## src/design/pks_defines.vh

```
`ifndef PKS_DEFINES_VH
`define PKS_DEFINES_VH

// Clock rate in kHz (20 MHz)
`define PKS_CLK_KHZ 20000
// Minimum hold times in ms
`define PKS_ON_HOLD_MS 2000
`define PKS_OFF_HOLD_MS 3100
`define PKS_RST_HOLD_MS 100
// Cycle counts derived from the times; off is "more than" so one extra cycle
`define PKS_ON_CYC (`PKS_ON_HOLD_MS * `PKS_CLK_KHZ)
`define PKS_OFF_CYC (`PKS_OFF_HOLD_MS * `PKS_CLK_KHZ + 1)
`define PKS_RST_CYC (`PKS_RST_HOLD_MS * `PKS_CLK_KHZ)
// Length of the internal reset pulse and shutdown sequence, cycles
`define PKS_RST_PULSE_CYC 16
`define PKS_SHUT_CYC 64
// Counter width
`define PKS_CNT_W 32

`endif

```

## src/design/pks_sequencer.v

```verilog
// Function
// [RQ1] Key low 2 s while off starts module
// [RQ2] Key low over 3.1 s, released: shutdown
// [RQ3] Reset low 100 ms, released: module resets
// [RQ4] Host waits 30 ms after supply first
// [RQ5] Grounded key starts module at power-up
// [RQ6] Software shutdown ignored under auto-start
// [RQ7] Supply loss forces immediate power-off
// [RQ8] Host shuts down before removing supply
// [RQ9] Short low pulses cause no change
`timescale 1ns/10ps
`include "pks_defines.vh"

module pks_sequencer #(
    parameter [`PKS_CNT_W-1:0] ON_CYC = `PKS_ON_CYC,
    parameter [`PKS_CNT_W-1:0] OFF_CYC = `PKS_OFF_CYC,
    parameter [`PKS_CNT_W-1:0] RST_CYC = `PKS_RST_CYC,
    parameter [`PKS_CNT_W-1:0] RST_PULSE_CYC = `PKS_RST_PULSE_CYC,
    parameter [`PKS_CNT_W-1:0] SHUT_CYC = `PKS_SHUT_CYC
) (
    // Clock and reset
    input wire i_mclk,
    input wire i_resetn,
    // Control pins from the host
    input wire i_power_key_n,
    input wire i_external_reset_n,
    // Supply monitor and software request
    input wire i_supply_ok,
    input wire i_sw_shutdown,
    // Status
    output reg o_module_on,
    output reg o_startup,
    output reg o_shutdown,
    output reg o_core_reset,
    output reg o_auto_start
);

    localparam [4:0] ST_OFF = 5'h01;
    localparam [4:0] ST_START = 5'h02;
    localparam [4:0] ST_RUN = 5'h04;
    localparam [4:0] ST_SHUT = 5'h08;
    localparam [4:0] ST_RESET = 5'h10;

    reg rst_s1_reg;
    reg rst_s2_reg;
    always @(posedge i_mclk or negedge i_resetn) begin
        if (!i_resetn) begin
            rst_s1_reg <= 1'b0;
            rst_s2_reg <= 1'b0;
        end else begin
            rst_s1_reg <= 1'b1;
            rst_s2_reg <= rst_s1_reg;
        end
    end
    wire rstn = rst_s2_reg;

    reg [4:0] state_reg;
    reg [4:0] state_next;
    wire [`PKS_CNT_W-1:0] key_cnt;
    wire [`PKS_CNT_W-1:0] ext_cnt;
    reg [`PKS_CNT_W-1:0] seq_cnt_reg;
    reg [`PKS_CNT_W-1:0] seq_cnt_next;
    reg key_armed_reg;
    reg key_armed_next;
    reg off_ready_reg;
    reg off_ready_next;
    reg ext_long_reg;
    reg first_reg;
    reg auto_reg;
    reg auto_next;

    wire key_low = ~i_power_key_n;
    wire ext_low = ~i_external_reset_n;
    wire key_on_met = key_cnt >= (ON_CYC - 32'h1);
    wire key_off_met = key_cnt >= (OFF_CYC - 32'h1);
    wire ext_release = ~ext_low & ext_long_reg;

    // Low-time counters clear on release
    pks_low_timer #(
        .CNT_W(`PKS_CNT_W)
    ) i_key_timer (
        .i_mclk(i_mclk),
        .i_rstn(rstn),
        .i_low(key_low),
        .o_count(key_cnt)
    );

    pks_low_timer #(
        .CNT_W(`PKS_CNT_W)
    ) i_ext_timer (
        .i_mclk(i_mclk),
        .i_rstn(rstn),
        .i_low(ext_low),
        .o_count(ext_cnt)
    );

    // Long reset press seen; fires once on release
    always @(posedge i_mclk or negedge rstn) begin
        if (!rstn) begin
            ext_long_reg <= 1'b0;
        end else begin
            ext_long_reg <= ext_low & (ext_cnt >= (RST_CYC - 32'h1)); // RQ9
        end
    end

    always @* begin
        state_next = state_reg;
        seq_cnt_next = seq_cnt_reg;
        key_armed_next = key_armed_reg;
        off_ready_next = off_ready_reg;
        auto_next = auto_reg;
        case (state_reg)
            ST_OFF: begin
                if (first_reg && key_low) begin
                    auto_next = 1'b1;
                    state_next = ST_START; // RQ5
                    seq_cnt_next = 32'h0;
                end else if (key_low && key_on_met) begin
                    state_next = ST_START; // RQ1
                    seq_cnt_next = 32'h0;
                    key_armed_next = 1'b0;
                end
            end
            ST_START: begin
                seq_cnt_next = seq_cnt_reg + 32'h1;
                if (seq_cnt_reg >= (RST_PULSE_CYC - 32'h1)) begin
                    state_next = ST_RUN;
                    seq_cnt_next = 32'h0;
                end
            end
            ST_RUN: begin
                // Key must go high once before an off press counts
                if (!key_low && !auto_reg)
                    key_armed_next = 1'b1;
                // Long enough off press; acted on at release
                if (key_armed_reg && key_low && key_off_met)
                    off_ready_next = 1'b1; // RQ9
                if (ext_release) begin
                    state_next = ST_RESET; // RQ3
                    seq_cnt_next = 32'h0;
                    off_ready_next = 1'b0;
                end else if (off_ready_reg && !key_low) begin
                    state_next = ST_SHUT; // RQ2
                    seq_cnt_next = 32'h0;
                    off_ready_next = 1'b0;
                end else if (i_sw_shutdown && !auto_reg) begin
                    state_next = ST_SHUT; // RQ6
                    seq_cnt_next = 32'h0;
                    off_ready_next = 1'b0;
                end
            end
            ST_SHUT: begin
                seq_cnt_next = seq_cnt_reg + 32'h1;
                if (seq_cnt_reg >= (SHUT_CYC - 32'h1))
                    state_next = ST_OFF;
            end
            ST_RESET: begin
                seq_cnt_next = seq_cnt_reg + 32'h1;
                if (seq_cnt_reg >= (RST_PULSE_CYC - 32'h1)) begin
                    state_next = ST_RUN;
                    seq_cnt_next = 32'h0;
                end
            end
            default: begin
                state_next = ST_OFF;
            end
        endcase
        if (!i_supply_ok) begin
            state_next = ST_OFF; // RQ7
            seq_cnt_next = 32'h0;
            key_armed_next = 1'b0;
            off_ready_next = 1'b0;
        end
    end

    always @(posedge i_mclk or negedge rstn) begin
        if (!rstn) begin
            state_reg <= ST_OFF;
            seq_cnt_reg <= 32'h0;
            key_armed_reg <= 1'b0;
            off_ready_reg <= 1'b0;
            auto_reg <= 1'b0;
            first_reg <= 1'b1;
            o_module_on <= 1'b0;
            o_startup <= 1'b0;
            o_shutdown <= 1'b0;
            o_core_reset <= 1'b1;
            o_auto_start <= 1'b0;
        end else begin
            state_reg <= state_next;
            seq_cnt_reg <= seq_cnt_next;
            key_armed_reg <= key_armed_next;
            off_ready_reg <= off_ready_next;
            auto_reg <= auto_next;
            first_reg <= 1'b0;
            o_module_on <= (state_next == ST_RUN) || (state_next == ST_RESET) || (state_next == ST_SHUT);
            o_startup <= state_next == ST_START;
            o_shutdown <= state_next == ST_SHUT;
            o_core_reset <= (state_next == ST_OFF) || (state_next == ST_START) || (state_next == ST_RESET);
            o_auto_start <= auto_next;
        end
    end

endmodule

module pks_low_timer #(
    parameter CNT_W = `PKS_CNT_W
) (
    // Clock and reset
    input wire i_mclk,
    input wire i_rstn,
    // Pin held low
    input wire i_low,
    // Cycles held low so far
    output wire [CNT_W-1:0] o_count
);

    reg [CNT_W-1:0] count_reg;

    // Saturates so a stuck-low pin never wraps under a threshold
    always @(posedge i_mclk or negedge i_rstn) begin
        if (!i_rstn) begin
            count_reg <= {CNT_W{1'b0}};
        end else if (!i_low) begin
            count_reg <= {CNT_W{1'b0}};
        end else if (count_reg != {CNT_W{1'b1}}) begin
            count_reg <= count_reg + {{(CNT_W-1){1'b0}}, 1'b1};
        end
    end

    assign o_count = count_reg;

endmodule

```

## config.mk

```make
export PLATFORM = sky130hd
export DESIGN_NAME = pks_sequencer
export DESIGN_NICKNAME = d
export VERILOG_FILES = /design/src/design/pks_sequencer.v
export VERILOG_INCLUDE_DIRS = /design/src /design/src/design
export SDC_FILE = /design/constraint.sdc
export NUM_CORES = 1
export LEC_CHECK = 0
export ABC_AREA = 0
export BUFFER_PORTS_ARGS = -buffer_cell sky130_fd_sc_hd__buf_2
export CAP_MARGIN = 10
export CORE_MARGIN = 8
export CORE_UTILIZATION = 35
export DETAILED_ROUTE_END_ITERATION = 16
export HOLD_SLACK_MARGIN = 0.08
export PLACE_DENSITY = 0.62
export RECOVER_POWER = 25
export SLEW_MARGIN = 20
export SYNTH_ARGS = -nofsm -noshare
export SYNTH_HDL_FRONTEND = slang
export SYNTH_SLANG_ARGS = --single-unit
export TNS_END_PERCENT = 100
```

## constraint.sdc

```tcl
create_clock -name i_mclk -period 3.2 [get_ports i_mclk]
set_clock_uncertainty 0.1 [all_clocks]
set_input_delay 0.48 -clock i_mclk [delete_from_list [all_inputs] [get_ports i_mclk]]
set_output_delay 0.48 -clock i_mclk [all_outputs]
set_load 0.01 [all_outputs]
```

==> impl_metrics.ini, run 1 <==
[outcome]
status = finished with violations
violations = max-capacitance violations, max-slew violations

[critical_path]
start_kind = register
crit_required_ns = 3.39
path_class = register to register
crit_path_start = seq_cnt_reg[0]
r2r_slack_ns = 0.53
cp-end-kind = register
critPathArrivalTime_ns = 2.86
crit_fanout = 12
r2r_start = seq_cnt_reg[0]

[cts]
cts_sinks = 112
cts_hold_buf = 1
clkLatencyLatePin_ns = 0.35
post_cts_buffers = 0
clockBufferDepth = 2
clk_pin_slew_worst_paths_ns = 0.08
numCtsBuffers = 9
htree_levels = 3
cts.repair.resized = 0
tritoncts = yes
clock-root-buffer = clkbuf_16

[die]
die-height_um = 149
die_x_um = 149
core_sq_um = 17200
dieArea_sq_um = 22100
num_io_pins = 11
start_util_pct = 35.7
rows = 48

[pwr]
seqPwrFrac_pct = 53.8
internal_power_mw = 2.09
p_comb_share_pct = 3.9
power.total_mw = 2.69
irDropWorstVdd_v = 0.000224
swShare_pct = 22.6
p_switching_mw = 0.607
cellLeakagePower_nw = 3.04
power.density_nw_per_um2 = 397
clkPwrFrac_pct = 42.2

[sta]
min_period_over_period_pct = 83.4
tns_ns = 0
maxSlewViolCount = 43
hold_viol_final = 0
rsz0062_at_grt = no
holdWs_ns = 0.262
fmax_mhz = 375
final.min_clock_period_ns = 2.67
final-setup-viol-count = 0
max_slew_margin_pct = -11.8
tightest_slew_ns = 1.68

[logic_synthesis]
synthSimpleGateAreaFrac_pct = 31.8
synth_warnings = 0
ys_seq_area_share_pct = 45.7
syn_avg_cell_area_sq_um = 9.09
synth_edf_count = 0
yosys.area_share.xor_xnor_pct = 8.12
synth_ff_type = dfrtp_1
synthAdderAreaFrac_pct = 0.814
muxShareOfSynthArea_pct = 0.326
synth_area_sq_um = 6150
synth_top_family_by_area = simple AND/OR/NAND/NOR gates
synth_compound_area_share_pct = 10.1
synth.distinct_cells = 56
syn-num-nets = 686
synthArstFlopShare_pct = 100
synth-seq-cells = 112
synthCells = 676

[layout]
nets = 694
diodes = 0
num-fill-cells = 1729
final_cells = 914
layout_commonest_cell = dfrtp_1
final_layout_size_suffix_gt1_share_pct = 7.84
syn_to_final_growth_pct = 10.3
final_cell_mix = 109 x dfrtp_1, 81 x nor2_1, 44 x and3_1, 44 x nand2_1, 44 x nand3_1

[drt]
drt_wl_total_um = 13100
drc = 0
ant_nets = 0
drtIter0Drc = 365
via_per_inst = 5.33
wire_per_inst_um = 14.3
via_count = 4876
dr.pass1.iters = 5

[hold_path]
hp-class = register to register
hold_start = rst_s1_reg

[grt]
grt-ovfl-total = 0
grt_pass1_wl_um = 23400
grt_usage_pct = 12.6
grt_pass1_vias = 4813
grt_max_degree = 43
antenna_found_initial = 0

[place]
port_buffers = 10
place_inst = 897
dpl.hpwl_um = 8950
place_congestion = 0.835

[flow_run]
timing.max_cap.violations = 1
## power groups by stage
stage                     sequential, mW  combinational, mW  clock (mW)
after floorplan                     1.48             0.0664           0
after global placement              1.48              0.109           0
after detailed placement            1.48              0.109           0
after CTS                           1.45              0.110        1.18
after global routing                1.45              0.123        1.23
final                               1.45              0.106        1.14
## area by class of cell
| cell class | count | area (sq um) | area share [%] |
|---|---|---|---|
| Tap cell | 225 | 282 | 4.15 |
| Clock inverter | 5 | 56.3 | 0.831 |
| Clock buffer | 11 | 243 | 3.58 |
| Sequential cell | 112 | 2810 | 41.4 |
| Multi-Input combinational cell | 521 | 3170 | 46.7 |
| Inverter | 12 | 45.0 | 0.665 |
| Timing Repair Buffer | 28 | 180 | 2.66 |
## layer usage
layer	up-vias	wire length [um]	GRT usage, %
li1	2488	-	-
met1	2329	6630	17.0
met2	51	5990	20.1
met3	8	344	2.52
met5	-	0	0
met4	0	133	3.47
## stage by stage
step	utilization (%)	cell area (sq um)	worst slack (ns)
2_1_floorplan	-	6150	0.786
3_3_place_gp	37.6	6480	0.614
3_5_place_dp	37.6	6480	0.554
4_1_cts	39.4	6790	0.529
5_1_grt	39.3	6780	0.264
6_report	39.3	6780	0.532
## final timing paths
path	to	depth (start not counted)
min reg2reg	rst_s2_reg	0
min	rst_s2_reg	0
max reg2reg	seq_cnt_reg[22]	8
max in group asynchronous	i_key_timer.o_count[22]	1
max	seq_cnt_reg[22]	8
min in group asynchronous	rst_s2_reg	2
## critical path, cell delays in order, from the launching register on
cell and delay [ns]:
dfrtp_1 0.42, ha_1 0.25, and3_1 0.28, nor3_1 0.21, nor4b_2 0.44, o21ai_2 0.26, buf_4 0.26, nor4_1 0.26
a211o_1 0.13
## cell families after synthesis
group                      Yosys count
AOI/OAI and AO/OA                   89
xor gates and xnor gates            57
adders and majority gates            4
buffers and inverters               43
DFF                                112
muxes                                2
other                                2
and+or+nand+nor                    367
## synth_stat cells, types with 4 or more instances
library cell	instances	area share (%)
a21oi_1	19	1.5
nand3_1	44	3.6
nand4_1	34	3.5
and3_1	44	4.5
a21o_1	6	0.73
nor2_1	81	4.9
nor4_1	25	2.5
dfrtp_1	109	44
nor3_1	42	3.4
nand2_1	44	2.7
xnor2_1	25	3.6
and4_1	12	1.7
and2_1	10	1.0
or3_1	7	0.71
a211o_1	23	3.3
clkbuf_1	24	1.5
xor2_1	32	4.6
nor3b_1	5	0.61
o21ai_0	16	1.3
or2_2	4	0.41
ha_1	4	0.81
inv_1	12	0.73
No activity file was read; power rests on OpenSTA's default activity.
==> inputs of run 2 (changes only) <==
- clock period: 3.2 -> 2.3 ns (I/O delays scaled with it)
==> run 2 against run 1 <==
Compared with the run above: largest cell class unchanged; via count is 5.1% higher; sequential power is 39% higher; final cell count is 4.6% higher; register-to-register slack worse by 0.63 ns; design area is 5.8% higher; count of clock-buffer cells in the layout is 2 lower; the flow finishes with violations (max-capacitance violations, max-slew violations, negative setup slack); core utilization is 2.3 points higher; combinational power is 70% higher; critical path depth is 1 lower; non-clock buffer count is 42 higher; highest routed layer unchanged; fmax is 11% higher; power is 39% higher.
==> impl_metrics.ini, run 2 (synthesis results as in run 1) <==
[sta]
max_slew_margin_pct = -8.20
min_period_over_period_pct = 104
fmax_mhz = 417
holdWs_ns = 0.194
final-setup-viol-count = 26
tightest_slew_ns = 1.62
hold_viol_final = 0
final.min_clock_period_ns = 2.40
rsz0062_at_grt = yes
worst_slack_ns = -0.0981
maxSlewViolCount = 41

[pwr]
irDropWorstVdd_v = 0.000447
cellLeakagePower_nw = 3.28
p_switching_mw = 0.928
clkPwrFrac_pct = 41.3
power.density_nw_per_um2 = 521
internal_power_mw = 2.81
seqPwrFrac_pct = 53.9
p_comb_share_pct = 4.8
swShare_pct = 24.8

[drt]
via_count = 5127
via_per_inst = 5.36
ant_nets = 0
drtIter0Drc = 383
drt_wl_total_um = 13800
drc = 0
dr.pass1.iters = 5
wire_per_inst_um = 14.5

[cts]
clkLatencyLatePin_ns = 0.36
clk_pin_slew_worst_paths_ns = 0.08
cts_sinks = 112
clockBufferDepth = 2
numCtsBuffers = 9
tritoncts = yes
htree_levels = 3
clock-root-buffer = clkbuf_16

[outcome]
violations = max-capacitance violations, max-slew violations, negative setup slack
status = finished with violations

[hold_path]
hp-class = primary input to async pin

[die]
start_util_pct = 35.7
core_sq_um = 17200
rows = 48
die-height_um = 149
num_io_pins = 11
dieArea_sq_um = 22100
die_x_um = 149

[grt]
grt_usage_pct = 13.1
grt_pass1_vias = 5042
grt-ovfl-total = 0
grt_max_degree = 42
antenna_found_initial = 0
grt_pass1_wl_um = 23800

[critical_path]
r2r_end = seq_cnt_reg[1]
r2r_start = i_key_timer.o_count[23]
path_class = register to register
crit_required_ns = 2.50
critPathArrivalTime_ns = 2.60
cp-end-kind = register
r2r_cells = 7
crit_fanout = 13
r2r_slack_ns = -0.1
start_kind = register

[flow_run]
timing.max_cap.violations = 1

[place]
dpl.hpwl_um = 9510
place_area_sq_um = 6820
dp_slack_ns = -0.154
port_buffers = 10
place_congestion = 0.809

[layout]
syn_to_final_growth_pct = 16.6
diodes = 0
layout.area.seq_sq_um = 2810
multiInputGateArea_sq_um = 3200
final_layout_size_suffix_gt1_share_pct = 14.2
final_cell_mix = 109 x dfrtp_1, 81 x nor2_1, 55 x buf_4
num-fill-cells = 1709
design_area_sq_um = 7170
nets = 736
layout_commonest_cell = dfrtp_1
run 2: power by group through the flow:
| stage | Sequential (mW) | Combinational [mW] | Clock, mW |
|---|---|---|---|
| global placement | 2.06 | 0.168 | 0 |
| floorplan | 2.07 | 0.0951 | 0 |
| CTS | 2.02 | 0.188 | 1.61 |
| global route | 2.02 | 0.202 | 1.67 |
| detailed placement | 2.06 | 0.168 | 0 |
| finish | 2.01 | 0.180 | 1.54 |
run 2: per-layer routing:
metal | track usage (%) | up-vias | routed length (um)
li1 | - | 2571 | -
met1 | 16.9 | 2487 | 6810
met2 | 21.5 | 54 | 6490
met3 | 2.28 | 15 | 324
met4 | 4.74 | 0 | 208
met5 | 0 | - | 0
run 2: what timing repair did:
item                       CTS  global route
hold buffers                 1             0
setup endpoints to repair   32            35
resized for setup            3             7
gates cloned                 1             0
pin swaps                    0             5
hold endpoints to repair     2             0
buffers inserted             1             2
run 2: worst max-delay path: stages, from the launching register on:
cell and delay [ns]:
dfrtp_1 0.38, or4_4 0.54, o311a_1 0.31, a311oi_2 0.22
nor3b_2 0.24, o21a_2 0.23, clkbuf_16 0.19, a22o_1 0.12
run 2: layout make-up:
class,instances,share of cell area [%]
Clock buffer,9,3.14
Clock inverter,7,0.908
Inverter,12,0.628
Multi-Input combinational cell,521,44.6
Sequential cell,112,39.2
Tap cell,225,3.93
Timing Repair Buffer,70,7.65
run 2: worst max-delay path by stage:
stage                                 start              end  slack (ns)
global placement    i_key_timer.o_count[23]   seq_cnt_reg[3]       -0.11
CTS                 i_key_timer.o_count[23]  seq_cnt_reg[28]       -0.14
global route        i_key_timer.o_count[23]  seq_cnt_reg[27]       -0.25
floorplan           i_key_timer.o_count[24]   seq_cnt_reg[1]       -0.05
finish              i_key_timer.o_count[23]   seq_cnt_reg[1]        -0.1
detailed placement   i_key_timer.o_count[1]   seq_cnt_reg[0]       -0.15
run 2: stage by stage:
stage / cells / setup TNS [ns] / util [%] / power, mW
after CTS: 955 / -3.37 / 41.5 / 3.81
after global routing: 956 / -7.03 / 41.6 / 3.90
after detailed placement: 936 / -3.44 / 39.6 / 2.22
after global placement: 936 / -2.90 / 39.6 / 2.22
final: 956 / -2.18 / 41.6 / 3.74
after floorplan: 676 / -0.999 / - / 2.16
==> inputs of run 3 (changes only) <==
- SETUP_SLACK_MARGIN: default -> 0.5
- SYNTH_HIERARCHICAL: default -> 1
==> run 3 against run 2 <==
Compared with the run above: the flow still finishes with violations (max-capacitance violations, max-slew violations, negative setup slack); global-route usage rose by 3.5 points; worst setup slack worse by 0.046 ns; sequential power barely moved; die area rose by 3.2%; hold slack got worse by 0.013 ns; critical endpoint is now seq_cnt_reg[28]; largest cell class unchanged; largest power group unchanged.
==> impl_metrics.ini, run 3 <==
[outcome]
status = finished with violations
violations = max-capacitance violations, max-slew violations, negative setup slack

[layout]
syn_to_final_growth_pct = 61.6
final_cell_mix = 124 x buf_4, 91 x dfrtp_1, 62 x buf_6
finish.utilization_pct = 57.5
multiInputGateArea_sq_um = 4800
diodes = 0
nets = 898
layout_commonest_cell = buf_4
layout.area.seq_sq_um = 2830
final_layout_size_suffix_gt1_share_pct = 48.3
num-fill-cells = 1372

[sta]
final.min_clock_period_ns = 2.44
final-setup-viol-count = 23
max_slew_margin_pct = -9.46
fmax_mhz = 409
tns_ns = -1.64
min_period_over_period_pct = 106
tightest_slew_ns = 1.64
rsz0062_at_grt = yes
maxSlewViolCount = 35
hold_viol_final = 0
worst_slack_ns = -0.144

[cts]
tritoncts = yes
numCtsBuffers = 9
clk_pin_slew_worst_paths_ns = 0.08
clkLatencyLatePin_ns = 0.37
cts_sinks = 112
htree_levels = 3
clockBufferDepth = 2
clock-root-buffer = clkbuf_16

[logic_synthesis]
synthCells = 696
ys_seq_area_share_pct = 44.1
syn-num-nets = 705
yosys.area.top_type = dfrtp_1
synth_area_sq_um = 6360
synth_top_area_share_pct = 42.9
synthArstFlopShare_pct = 100
synth-seq-cells = 112
synth.distinct_cells = 66
synth_area_leaders = dfrtp_1 43%, o21ai_0 3.7%, nor2_1 3.6%, nand3_1 3.5%, a21oi_1 3.4%
synth_ff_type = dfrtp_1
synth_warnings = 6
synth_most_common_cell = dfrtp_1
syn_avg_cell_area_sq_um = 9.14
synth_edf_count = 0
synth_commonest_cells = 109 x dfrtp_1, 61 x nor2_1, 49 x nand2_1

[die]
die_x_um = 151
rows = 49
dieArea_sq_um = 22800
die-height_um = 151
start_util_pct = 35.5
num_io_pins = 11
core_sq_um = 17900

[critical_path]
crit_fanout = 8
start_kind = register
path_class = register to register
cp-end-kind = register
critPathArrivalTime_ns = 2.64
crit_required_ns = 2.50

[grt]
grt_pass1_vias = 6124
antenna_found_initial = 0
grt_max_degree = 36
grt_pass1_wl_um = 30800
grt_usage_pct = 16.6
grt-ovfl-total = 0

[pwr]
power.density_nw_per_um2 = 412
irDropWorstVdd_v = 0.000434
cellLeakagePower_nw = 4.19

[drt]
via_count = 6528
drtIter0Drc = 364
dr.pass1.iters = 5
drc = 0
ant_nets = 0
via_per_inst = 5.81
wire_per_inst_um = 18.4
drt_wl_total_um = 20600

[place]
dpl.hpwl_um = 11500
port_buffers = 10
place_congestion = 0.848

[hold_path]
hp-class = primary input to register

[flow_run]
timing.max_cap.violations = 1
## run 3: cell count changes in the layout (fill, tap and decap cells not counted), moves of 27 or more
cell | previous run | this run
buf_6 | 1 | 62
buf_4 | 55 | 124
nor3_1 | 42 | 13
nor2_1 | 81 | 54
and3_1 | 44 | 13
## run 3: final timing paths
path                       slack, ns  depth (start not counted)                    from                      end
max in group asynchronous       0.42                          1              rst_s2_reg             o_core_reset
min in group asynchronous       0.19                          2                i_resetn               rst_s2_reg
max                            -0.14                          8  i_key_timer/o_count[3]          seq_cnt_reg[28]
min                             0.18                          4      i_external_reset_n  i_ext_timer/o_count[31]
max reg2reg                    -0.14                          8  i_key_timer/o_count[3]          seq_cnt_reg[28]
min reg2reg                     0.25                          0              rst_s1_reg               rst_s2_reg
## run 3: power by group
part | internal [mW] | switching [mW]
clock network | 0.980 | 0.809
logic | 0.199 | 0.227
registers | 1.99 | 0.0344
## run 3: metal layers
layer,share of wire (%),GRT usage (%),vias up
li1,-,-,3021
met1,42,21.2,3301
met3,4.3,3.02,45
met5,0,0,-
met2,51,27.7,161
met4,2.8,5.79,0
## run 3: logic make-up after synthesis
family          Yosys count  share of synthesized area (%)
flops                   112                           44.1
xor+xnor                 35                           4.82
other cells               2                          0.118
buf+inv                  42                           2.69
compound gates          178                           18.2
simple gates            318                           28.5
fa+ha+maj                 3                          0.590
mux                       6                          0.944
## run 3: critical path, cell delays in order, from the launching register on
cell and delay, ns:
dfrtp_1 0.40, nand4_1 0.21, nor4_4 0.43, o211ai_1 0.16
nand3_2 0.14, a31oi_4 0.13, buf_12 0.18, or4_4 0.48
a21oi_2 0.14
## run 3: stage by stage
step	hold slack, ns	power (mW)	cells	instance area [sq um]	setup slack [ns]
6_report	0.181	4.24	1123	10300	-0.144
2_1_floorplan	-0.0506	2.23	696	6710	0.0201
3_5_place_dp	0.0323	2.36	1005	7680	-0.127
3_3_place_gp	0.0307	2.36	1005	7680	-0.0702
4_1_cts	0.174	4.20	1078	9240	-0.00679
5_1_grt	0.197	4.39	1123	10300	-0.223
## run 3: timing repair
action                                 in CTS  in global routing
endpoints found under the hold margin       3                  0
setup endpoints to repair                 103                108
cloned                                      3                  2
buffers inserted                           52                 43
pin swaps                                  73                109
hold buffers                                2                  0
gates resized for setup                   158                139
## run 3: layout make-up
| class | instances | area share, % |
|---|---|---|
| Inverter | 10 | 0.365 |
| Sequential cell | 112 | 27.5 |
| Tap cell | 229 | 2.79 |
| Multi-Input combinational cell | 543 | 46.7 |
| Clock inverter | 7 | 1.08 |
| Clock buffer | 9 | 2.19 |
| Timing Repair Buffer | 213 | 19.4 |
